==> src/lpm_pkg.sv <==
// Shared constants and carrier types for the low-power mode controller.
// Assumes a single 50 MHz clock domain and a synchronous active-high reset.
package lpm_pkg;

    // ------------------------------------------------------------
    // Timing
    // ------------------------------------------------------------
    localparam int STAB_CYCLES = 4064;
    localparam int STAB_W = 12;

    // ------------------------------------------------------------
    // Register bus map
    // ------------------------------------------------------------
    localparam logic [3:0] ADDR_CTRL = 4'h0;
    localparam logic [3:0] ADDR_STATUS = 4'h1;
    localparam logic [3:0] ADDR_DIR_A = 4'h2;
    localparam logic [3:0] ADDR_DIR_C = 4'h3;

    // Control register fields.
    localparam int CTRL_STOP_EN_BIT = 0;
    localparam logic [7:0] CTRL_RESET = 8'h00;
    localparam logic [7:0] DIR_RESET = 8'h00;

    // Status register fields.
    localparam int STAT_MODE_LSB = 0;
    localparam int STAT_PEND_BIT = 2;

    // ------------------------------------------------------------
    // Types
    // ------------------------------------------------------------
    typedef enum logic [1:0] {
        RUN,
        STOPPED,
        WAITING,
        STABILISE
    } mode_e;

    typedef struct packed {
        logic clr_timer_irq;
        logic clr_prescaler;
        logic clr_i_bit;
        logic set_irq_enable;
        logic chip_reset;
    } side_effects_s;

    typedef struct packed {
        mode_e mode;
        logic [STAB_W-1:0] count;
        logic wake_pend;
        logic [7:0] ctrl;
        logic [7:0] dir_a;
        logic [7:0] dir_c;
        logic [7:0] pa_s1;
        logic [7:0] pa_s2;
        logic [7:0] pa_d;
        logic [7:0] pc_s1;
        logic [7:0] pc_s2;
        logic [7:0] pc_d;
        logic [2:0] ext_s1;
        logic [2:0] ext_s2;
        logic bus_d;
        logic [7:0] rdata;
        side_effects_s fx;
    } state_s;

endpackage

==> src/low_power_mode_control.sv <==
// Low-power mode controller: stop and wait sequencing, wake detection and
// the oscillator stabilisation delay. Assumes the CPU core issues one-cycle
// stop and wait requests, and that the register port master never waits.
// Behaviour
// Stop enabled sleeps; otherwise chip reset
// Stop mode turns oscillator off
// Stop clears pending and disables timer interrupt
// Stop clears timer prescaler
// Stop clears I bit, sets irq enable
// Stop changes nothing else
// Stop wakes on irq, reset, port, bus
// Wake holds clock for 4064 cycles
// Wait stops processor clock
// Wait keeps timer clocks running
// Wait clears interrupt mask bit
// Wait changes nothing else
// Wait wakes on timer, irq, reset, port, bus
// Integrator disables stop when watchdog used
// Output-direction port pins never wake
// Wake during stabilisation held then serviced
`timescale 1ns/1ps
`default_nettype none

module low_power_mode_control #(
    parameter int STAB_CYCLES = lpm_pkg::STAB_CYCLES
) (
    input wire logic clk,
    input wire logic rst,
    input wire logic stop_req,
    input wire logic wait_req,
    input wire logic irq_pin,
    input wire logic ext_reset,
    input wire logic serial_link_bus_pin,
    input wire logic [7:0] port_a_pin,
    input wire logic [7:0] port_c_pin,
    input wire logic timer_irq,
    input wire logic [3:0] addr,
    input wire logic [7:0] wdata,
    input wire logic wr,
    input wire logic rd,
    output logic [7:0] rdata,
    output logic osc_enable,
    output logic cpu_clk_enable,
    output logic timer_clk_enable,
    output logic wake_service,
    output lpm_pkg::side_effects_s fx
);

    // The counter must reach its last value and still fit its width.
    if (STAB_CYCLES < 2 || STAB_CYCLES >= (1 << lpm_pkg::STAB_W))
    begin
        $error("STAB_CYCLES out of range");
    end

    localparam logic [lpm_pkg::STAB_W-1:0] STAB_LAST =
        lpm_pkg::STAB_W'(STAB_CYCLES - 1);

    lpm_pkg::state_s s;
    lpm_pkg::state_s next_s;

    // ------------------------------------------------------------
    // Wake detection
    // ------------------------------------------------------------
    // Falling edges count only on input-direction pins; an output pin
    // toggling under software control must never wake the part.
    logic port_fall;
    logic bus_rise;
    logic irq_req;
    logic rst_req;
    logic stop_en;

    always_comb
    begin
        port_fall = |((s.pa_d & ~s.pa_s2) & ~s.dir_a)
            | |((s.pc_d & ~s.pc_s2) & ~s.dir_c);
        bus_rise = s.ext_s2[2] & ~s.bus_d;
        irq_req = s.ext_s2[0];
        rst_req = s.ext_s2[1];
        stop_en = s.ctrl[lpm_pkg::CTRL_STOP_EN_BIT];
    end

    // ------------------------------------------------------------
    // Next state
    // ------------------------------------------------------------
    always_comb
    begin
        next_s = s;
        next_s.fx = '0;
        next_s.pa_s1 = port_a_pin;
        next_s.pa_s2 = s.pa_s1;
        next_s.pa_d = s.pa_s2;
        next_s.pc_s1 = port_c_pin;
        next_s.pc_s2 = s.pc_s1;
        next_s.pc_d = s.pc_s2;
        next_s.ext_s1 = {serial_link_bus_pin, ext_reset, irq_pin};
        next_s.ext_s2 = s.ext_s1;
        next_s.bus_d = s.ext_s2[2];
        next_s.rdata = 8'h00;

        if (wr)
        begin
            case (addr)
                lpm_pkg::ADDR_CTRL: next_s.ctrl = wdata;
                lpm_pkg::ADDR_DIR_A: next_s.dir_a = wdata;
                lpm_pkg::ADDR_DIR_C: next_s.dir_c = wdata;
                default: next_s.ctrl = s.ctrl;
            endcase
        end
        if (rd)
        begin
            case (addr)
                lpm_pkg::ADDR_CTRL: next_s.rdata = s.ctrl;
                lpm_pkg::ADDR_STATUS: next_s.rdata =
                    {5'h00, s.wake_pend, 2'(s.mode)};
                lpm_pkg::ADDR_DIR_A: next_s.rdata = s.dir_a;
                lpm_pkg::ADDR_DIR_C: next_s.rdata = s.dir_c;
                default: next_s.rdata = 8'h00;
            endcase
        end

        case (s.mode)
            lpm_pkg::RUN:
            begin
                next_s.wake_pend = 1'b0;
                if (stop_req && stop_en)
                begin
                    // Only these side effects; all else untouched. R6
                    next_s.mode = lpm_pkg::STOPPED;
                    next_s.fx.clr_timer_irq = 1'b1;
                    next_s.fx.clr_prescaler = 1'b1;
                    next_s.fx.clr_i_bit = 1'b1;
                    next_s.fx.set_irq_enable = 1'b1;
                end
                else if (stop_req)
                begin
                    next_s.fx.chip_reset = 1'b1;
                end
                else if (wait_req)
                begin
                    next_s.mode = lpm_pkg::WAITING;
                    next_s.fx.clr_i_bit = 1'b1;
                end
            end
            lpm_pkg::STOPPED:
            begin
                if (irq_req || rst_req || port_fall || bus_rise)
                begin
                    next_s.mode = lpm_pkg::STABILISE;
                    next_s.count = '0;
                end
            end
            lpm_pkg::WAITING:
            begin
                if (timer_irq || irq_req || rst_req || port_fall
                    || bus_rise)
                begin
                    next_s.mode = lpm_pkg::RUN;
                end
            end
            lpm_pkg::STABILISE:
            begin
                // Wake sources seen while counting are kept for after.
                if (irq_req || rst_req || port_fall || bus_rise)
                begin
                    next_s.wake_pend = 1'b1;
                end
                if (s.count == STAB_LAST)
                begin
                    next_s.mode = lpm_pkg::RUN;
                end
                else
                begin
                    next_s.count = s.count + 1'b1;
                end
            end
            default: next_s.mode = lpm_pkg::RUN;
        endcase
    end

    always_ff @(posedge clk)
    begin
        if (rst)
        begin
            s <= '0;
            s.mode <= lpm_pkg::RUN;
            s.ctrl <= lpm_pkg::CTRL_RESET;
            s.dir_a <= lpm_pkg::DIR_RESET;
            s.dir_c <= lpm_pkg::DIR_RESET;
        end
        else
        begin
            s <= next_s;
        end
    end

    // ------------------------------------------------------------
    // Outputs
    // ------------------------------------------------------------
    // The controller itself stays on clk so it can see wake sources; the
    // oscillator enable gates everything else in the chip.
    always_comb
    begin
        rdata = s.rdata;
        fx = s.fx;
        osc_enable = (s.mode != lpm_pkg::STOPPED)
            && (s.mode != lpm_pkg::STABILISE);
        cpu_clk_enable = (s.mode == lpm_pkg::RUN);
        timer_clk_enable = osc_enable;
        wake_service = (s.mode == lpm_pkg::RUN) && s.wake_pend;
    end

    // Cycles spent stabilising, counted apart from the state so that the
    // delay check does not lean on the counter that it is checking.
    logic [lpm_pkg::STAB_W:0] stab_seen;

    always_ff @(posedge clk)
    begin
        if (rst || s.mode != lpm_pkg::STABILISE)
        begin
            stab_seen <= '0;
        end
        else
        begin
            stab_seen <= stab_seen + 1'b1;
        end
    end
endmodule

`default_nettype wire

==> config.mk <==
export PLATFORM = sky130hd
export DESIGN_NAME = low_power_mode_control
export DESIGN_NICKNAME = d
export VERILOG_FILES = /design/src/lpm_pkg.sv /design/src/low_power_mode_control.sv
export SDC_FILE = /design/constraint.sdc
export NUM_CORES = 1
export LEC_CHECK = 0
export BUFFER_PORTS_ARGS = -buffer_cell sky130_fd_sc_hd__buf_2
export CORE_MARGIN = 2
export CORE_UTILIZATION = 25
export CTS_CLUSTER_SIZE = 24
export DETAILED_ROUTE_END_ITERATION = 6
export GPL_TIMING_DRIVEN = 0
export SLEW_MARGIN = 5
export SYNTH_ARGS = -nofsm -noshare
export SYNTH_HDL_FRONTEND = slang
export SYNTH_SLANG_ARGS = --single-unit
==> constraint.sdc <==
create_clock -name clk -period 4.2 [get_ports clk]
set_input_delay 0.42 -clock clk [delete_from_list [all_inputs] [get_ports clk]]
set_output_delay 0.42 -clock clk [all_outputs]
set_load 0.005 [all_outputs]
==> summary.txt, run 1 <==
Cells and area
  – Fill count: 1602
  – Final instance area: 4690 µm²
  – Nets: slightly below 500
  – Fraction of layout cells with a size suffix above 1: 0.220
  – Synth-to-Final Area Change: 20.5%

Timing
  – Crit share post-route: 0.528
  – Final min period: 2220 ps
  – Fmax: between 400 and 500 MHz
  – Fin. Hold Viols: 0
  – Clock Skews: 9.20 ps
  – Slew Limit Fails: 0
  – TNS Setup: 0 ps
  – Slew headroom: 0.360
  – Final setup violation count: 0
  – Least-Margin Pin Slew: 956 ps
  – RSZ-0062 raised after global routing: false

Clocking
  – Worst skew pair latency: 350 ps
  – Clock transition at path regs: about 70 ps
  – CTS tree: built
  – Max Root-Sink Buffers: 2
  – Hold Buf Count CTS: 0
  – Num CTS Buffers: 9
  – Post-CTS setup buffers: 0
  – H-tree Lvls: 3
  – Clk root buf: clkbuf_16
  – Clk sinks: approximately 110
  – Post-CTS sizing: 0

Setup path
  – CP max stage cell: dfxtp_1
  – CP Class: reg2reg
  – Worst R2R Path Depth: 9
  – Critical Path AT: 2490 ps
  – Setup crit end kind: flop
  – Sequence of cells on the critical path: ha_1, and4_1, nor4b_4, nor2_2, o31ai_2, buf_6, buf_12, o21ai_1, a21oi_1
  – CP max FO: 10
  – Bufs and invs on worst path: 2
  – Worst Setup Start Kind: flop
  – CP Depth: 9
  – CP peak stage delay: between 300 and 400 ps
  – Crit path max-delay family: simple AND/OR/NAND/NOR gates
  – Critical Path RT: approximately 4500 ps

Power and ir drop
  – Pwr Density: approximately 420 nW/µm²
  – Psw: 0.000469 W
  – Internal power: 0.00151 W
  – Combinational Power Share: 0.062
  – Leak: 1.89 nW
  – Power share of the clock group: 0.417
  – Flop pwr share: 0.521
  – VDD IR-drop max: roughly 0.21 mV
  – Sw Share: 0.237

Hold path
  – Hold/Removal Path Class: in2reg
  – Number of cells on the worst hold path: 2

Routing
  – Met2 WL post-DR: around 3600 µm
  – Avg WL per Cell: between 10 and 15 µm
  – Vias per std cell: 4.29
  – Iteration-0 DRC Markers: approximately 150
  – Via count: 2778
  – Metal3 WL: slightly above 400 µm
  – Metal-1 WL: ~4100 µm
  – Top sig layer: met5
  – DRC violations left: 0
  – Final ANT Viol Nets: 0
  – Total Routed Length: 8200 µm
  – Pre-Repair DR Iteration Count: 4

Synth
  – Number of synthesized register bits: around 110
  – Async set-or-reset flop fraction in the synthesized netlist: 0
  – Post-synth EDFFs: 0
  – Ys flop type: dfxtp_1
  – Sequential area share after synthesis: 0.540
  – Synth Cell Area: 3890 µm²
  – Cells after synthesis: 390
  – Synth cell types: 39
  – Post-Syn Nets: 429
  – Syn. warnings: 0
  – Syn_area_per_cell: 9.98 µm²

GRT
  – Number of global-route vias before repair: 2696
  – Antenna violations before repair: 2
  – Grt ovf: 0
  – Pin count of the biggest net entering global routing: 20
  – First-pass GRT wire length: 13300 µm
  – Total global-route track usage: 0.103

Floorplan
  – Die area: 16600 µm²
  – Die height: 129 µm
  – I/O Pins: 55
  – Initial core utilization: 0.256
  – Chip width: 129 µm
  – Rows: 45
  – Core area: 15200 µm²

Status
  – Outcome: finished clean

Place
  – DP Area: approximately 4400 µm²
  – Post-DP HPWL: roughly 6000 µm
  – # port buffers: 53
  – Routability congestion estimate: 0.832

Job
  – Maxcap violations: 0
==> kinds of logic after synthesis <==
family / synth area share
compound gates: 0.0742
fa+ha+maj: 0.00321
buf+inv: 0.0533
flops: 0.540
mux: 0.0765
simple gates: 0.253
==> per-stage QoR <==
step	utilization	hold WS [ps]	power (W)	setup WS, ps	cells
finish	0.309	273	0.00198	1980	648
global placement	0.289	421	0.00118	2010	631
CTS	0.308	270	0.00200	1970	647
global route	0.308	269	0.00205	1770	647
floorplan	-	414	0.00113	2240	390
detailed placement	0.289	423	0.00118	1990	631
==> final cells by class <==
class | count | area, µm² | area share
buffer | 30 | 200 | 0.0427
tap | 188 | 235 | 0.0501
sequential | 105 | 2100 | 0.448
antenna | 1 | 2.50 | 0.000533
timing repair buffer | 53 | 265 | 0.0565
inverter | 2 | 7.51 | 0.00160
clock inverter | 6 | 56.3 | 0.0120
clock buffer | 10 | 239 | 0.0509
multi-input combinational | 253 | 1580 | 0.338
==> power groups by stage <==
stage / sequential (W) / combinational, W / clock [W]
detailed placement: 0.00106 / 0.000124 / 0
global route: 0.00104 / 0.000137 / 0.000880
CTS: 0.00103 / 0.000124 / 0.000847
global placement: 0.00106 / 0.000122 / 0
floorplan: 0.00105 / 0.0000785 / 0
finish: 0.00103 / 0.000123 / 0.000825
==> path summary, 6_finish.rpt <==
| kind | start | to | slack [ps] |
|---|---|---|---|
| worst max-delay path | s[93] | s[101] | 1980 |
| worst min-delay path | port_c_pin[7] | next_s[35] | 270 |
| worst max register to register | s[93] | s[101] | 1980 |
| worst min register to register | next_s[16] | next_s[13] | 430 |
==> sequential cells by signal, indices dropped and copies added, names as in the netlist <==
signal	cells
s	56
next_s	36
rdata	8
fx	3
irq_req	1
rst_req	1
==> worst register-to-register path, delay by kind of cell, from the launching register on <==
family / cells / cell delay, ps
flops: 1 / 390
compound gates: 3 / 480
simple gates: 3 / 710
fa+ha+maj: 1 / 230
buf+inv: 2 / 320
==> cell usage after synthesis (4+ instances only) <==
master    count  area share
nor2_1       42       0.040
nand3_1      16       0.021
dfxtp_1     105        0.54
o31ai_1       4      0.0077
or4_1         4      0.0077
clkbuf_1     11       0.011
a31oi_1       4      0.0064
or3_2         5      0.0096
nor2b_1      60       0.096
buf_4        14       0.027
o21ai_1       4      0.0051
nand2_1      19       0.018
mux2i_1      23       0.059
a21oi_1      28       0.036
nor3b_1      14       0.027
==> placed cells by master, fill, tap and decap left out, drive strengths merged, types with 7 or more instances in the layout <==
| master | instances |
|---|---|
| a21oi | 29 |
| dfxtp | 105 |
| mux2i | 23 |
| nor2 | 43 |
| o21ai | 7 |
| nand2 | 19 |
| inv | 7 |
| clkbuf | 22 |
| buf | 71 |
| nor2b | 60 |
| nand3 | 16 |
| nor3b | 14 |
==> per-layer routing <==
metal	track usage	vias up
met1	0.136	1260
met3	0.0320	11
met2	0.162	61
met5	0	-
li1	-	1444
met4	0.0345	2
No activity file was read; power rests on OpenSTA's default activity.
==> run 2: changes to the inputs <==
Clock period 4.2 ns to 2.3 ns, I/O delays scaled along.
==> run 2 against run 1 <==
Power up 83%. Non-clock buffer count up 2. Global-route usage unchanged. Critical path depth unchanged. Clock skew about the same. Critical path type unchanged. Critical endpoint is now s[100].
==> summary.txt, run 2 (same netlist as run 1, synthesis figures left out) <==
Power and ir drop
  – VDD IR-drop max: 0.386 mV (+83%)
  – Psw: 0.000860 W (+83%)
  – Flop pwr share: 0.521 (about the same)
  – Pwr Density: 765 nW/µm² (+81%)
  – Combinational Power Share: 0.063 (about the same)
  – Internal power: 0.00276 W (+83%)
  – Sw Share: 0.237 (+0.000715)
  – Leak: 1.90 nW (+0.83%)
  – Power share of the clock group: 0.416 (about the same)

Cells and area
  – Post-layout util: 0.312 (+0.00288)
  – Fill count: 1597 (-0.31%)
  – Reg with most FFs: s
  – Commonest non-fill, non-tap cell in the layout: dfxtp_1
  – Synth-to-Final Area Change: 21.6%
  – Nets: 495 (+0.41%)
  – Fraction of layout cells with a size suffix above 1: 0.232 (+0.0121)
  – Largest register FFs: 56 (unchanged)
  – Multi-input logic area: 1600 µm² (+0.87%)
  – Reg area: 2100 µm² (+0.12%)
  – Most frequent cells in the layout: 103 x dfxtp_1, 60 x nor2b_1, 54 x buf_2

Timing
  – Slew headroom: 0.365 (+0.00475)
  – Fmax: 454 MHz (+0.76%)
  – Crit share post-route: 0.957 (+0.429)
  – Final min period: 2200 ps (-16.7 ps)
  – Fin. Hold Viols: 0 (unchanged)
  – Least-Margin Pin Slew: 949 ps (-7.09 ps)
  – Final setup violation count: 0 (unchanged)
  – RSZ-0062 raised after global routing: false
  – Clock Skews: 9.13 ps (-0.0685 ps)
  – TNS Setup: 0 ps (unchanged)
  – Slew Limit Fails: 0 (unchanged)

Setup path
  – Critical Path AT: 2470 ps (-20 ps)
  – FF-to-FF End: s[100]
  – CP peak stage delay: 490 ps (+100 ps)
  – Setup crit end kind: flop
  – Reg2reg setup slack: 100 ps (-1880 ps)
  – Reg-to-reg critical path startpoint: s[93]
  – CP Class: reg2reg
  – CP max stage cell: or4_1
  – CP max FO: 8 (-2)
  – Sequence of cells on the critical path: ha_2, and4_4, nor4b_4, nor2_2, o31ai_4, buf_6, buf_12, or4_1, a21oi_1
  – Worst R2R Path Depth: 9 (unchanged)
  – Worst Setup Start Kind: flop
  – Crit path max-delay family: simple AND/OR/NAND/NOR gates
  – Critical Path RT: 2570 ps (-1900 ps)
  – Bufs and invs on worst path: 2 (unchanged)

Clocking
  – CTS tree: built
  – Worst skew pair latency: 350 ps (about the same)
  – Clock transition at path regs: 70 ps (about the same)
  – Clk root buf: clkbuf_16
  – Hold Buf Count CTS: 0 (unchanged)
  – Max Root-Sink Buffers: 2 (unchanged)
  – Num CTS Buffers: 9 (unchanged)
  – Clk sinks: 105 (unchanged)
  – H-tree Lvls: 3 (unchanged)

Routing
  – Total Routed Length: 8260 µm (+0.71%)
  – Via count: 2794 (+0.58%)
  – Final ANT Viol Nets: 0 (unchanged)
  – DRC violations left: 0 (unchanged)
  – Vias per std cell: 4.30 (+0.27%)
  – Pre-Repair DR Iteration Count: 5 (+1)
  – Avg WL per Cell: 12.7 µm (+0.40%)
  – Iteration-0 DRC Markers: 160 (+6.0%)

Place
  – # port buffers: 53 (unchanged)
  – Post-DP HPWL: 6130 µm (unchanged)
  – Routability congestion estimate: 0.832 (unchanged)

Hold path
  – Hold Path End: next_s[35]
  – Hold/Removal Path Class: in2reg
  – Number of cells on the worst hold path: 2 (unchanged)
  – Hold Path Origin: port_c_pin[7]

Floorplan
  – I/O Pins: 55 (unchanged)
  – Die height: 129 µm (unchanged)
  – Chip width: 129 µm (unchanged)
  – Initial core utilization: 0.256 (unchanged)
  – Rows: 45 (unchanged)
  – Core area: 15200 µm² (unchanged)
  – Die area: 16600 µm² (unchanged)

GRT
  – Number of global-route vias before repair: 2696 (unchanged)
  – Antenna violations before repair: 2 (unchanged)
  – Grt ovf: 0 (unchanged)
  – Pin count of the biggest net entering global routing: 20 (unchanged)
  – Total global-route track usage: 0.103 (unchanged)
  – First-pass GRT wire length: 13300 µm (unchanged)

Status
  – Outcome: finished clean

Job
  – Maxcap violations: 0 (unchanged)
[run 2: cell count changes in the layout (fill, tap and decap cells not counted), sizes merged]
cell,previous run,this run
buf,71,73
[run 2: power groups by stage]
stage | clock network (W) | logic (W) | registers [W]
finish | 0.00151 | 0.000228 | 0.00189
global route | 0.00161 | 0.000253 | 0.00189
CTS | 0.00155 | 0.000226 | 0.00189
detailed placement | 0 | 0.000226 | 0.00193
global placement | 0 | 0.000223 | 0.00193
floorplan | 0 | 0.000143 | 0.00192
[run 2: how the worst max path moves through the flow]
stage               startpoint      to  slack, ps  depth (start not counted)
finish                   s[93]  s[100]        100                          9
detailed placement       s[93]  s[101]         90                          9
global placement         s[93]  s[104]        110                          9
CTS                      s[93]   s[98]         70                          9
global route             s[93]  s[104]          6                          9
floorplan                s[93]  s[100]        340                          8
[run 2: routing by layer]
layer / GRT usage / wire (µm) / vias to the layer above
met1: 0.136 / 4060 / 1262
met5: 0 / 13 / -
met3: 0.0320 / 452 / 14
met2: 0.162 / 3610 / 69
li1: - / - / 1447
met4: 0.0345 / 119 / 2
[run 2: area by class of cell]
class | instances | share of cell area
antenna | 1 | 0.000528
buffer | 30 | 0.0423
clock buffer | 10 | 0.0505
clock inverter | 6 | 0.0119
inverter | 2 | 0.00159
multi-input combinational | 253 | 0.337
sequential | 105 | 0.444
tap | 188 | 0.0497
timing repair buffer | 55 | 0.0618
[run 2: what timing repair did]
action / 4_1_cts / 5_1_grt
setup endpoints to repair: 0 / 10
gates resized for setup: 0 / 5
buffers inserted: 0 / 2
[run 2: metrics by stage]
stage / hold WS (ps) / area (µm²) / power, W / worst slack (ps) / cells
after floorplan: 358 / 3890 / 0.00206 / 343 / 390
after global placement: 421 / 4390 / 0.00215 / 113 / 631
after detailed placement: 423 / 4390 / 0.00215 / 93.0 / 631
after CTS: 79.7 / 4690 / 0.00366 / 72.6 / 647
after global routing: 79.3 / 4730 / 0.00375 / 6.20 / 649
final: 83.5 / 4740 / 0.00362 / 98.7 / 650
[run 2: worst reg2reg max path: cells and delay by family (launching register included)]
family                     cells  cell delay (ps)
AOI/OAI and AO/OA              2              260
DFF                            1              340
buffers and inverters          2              260
and+or+nand+nor                4             1050
adders and majority gates      1              210
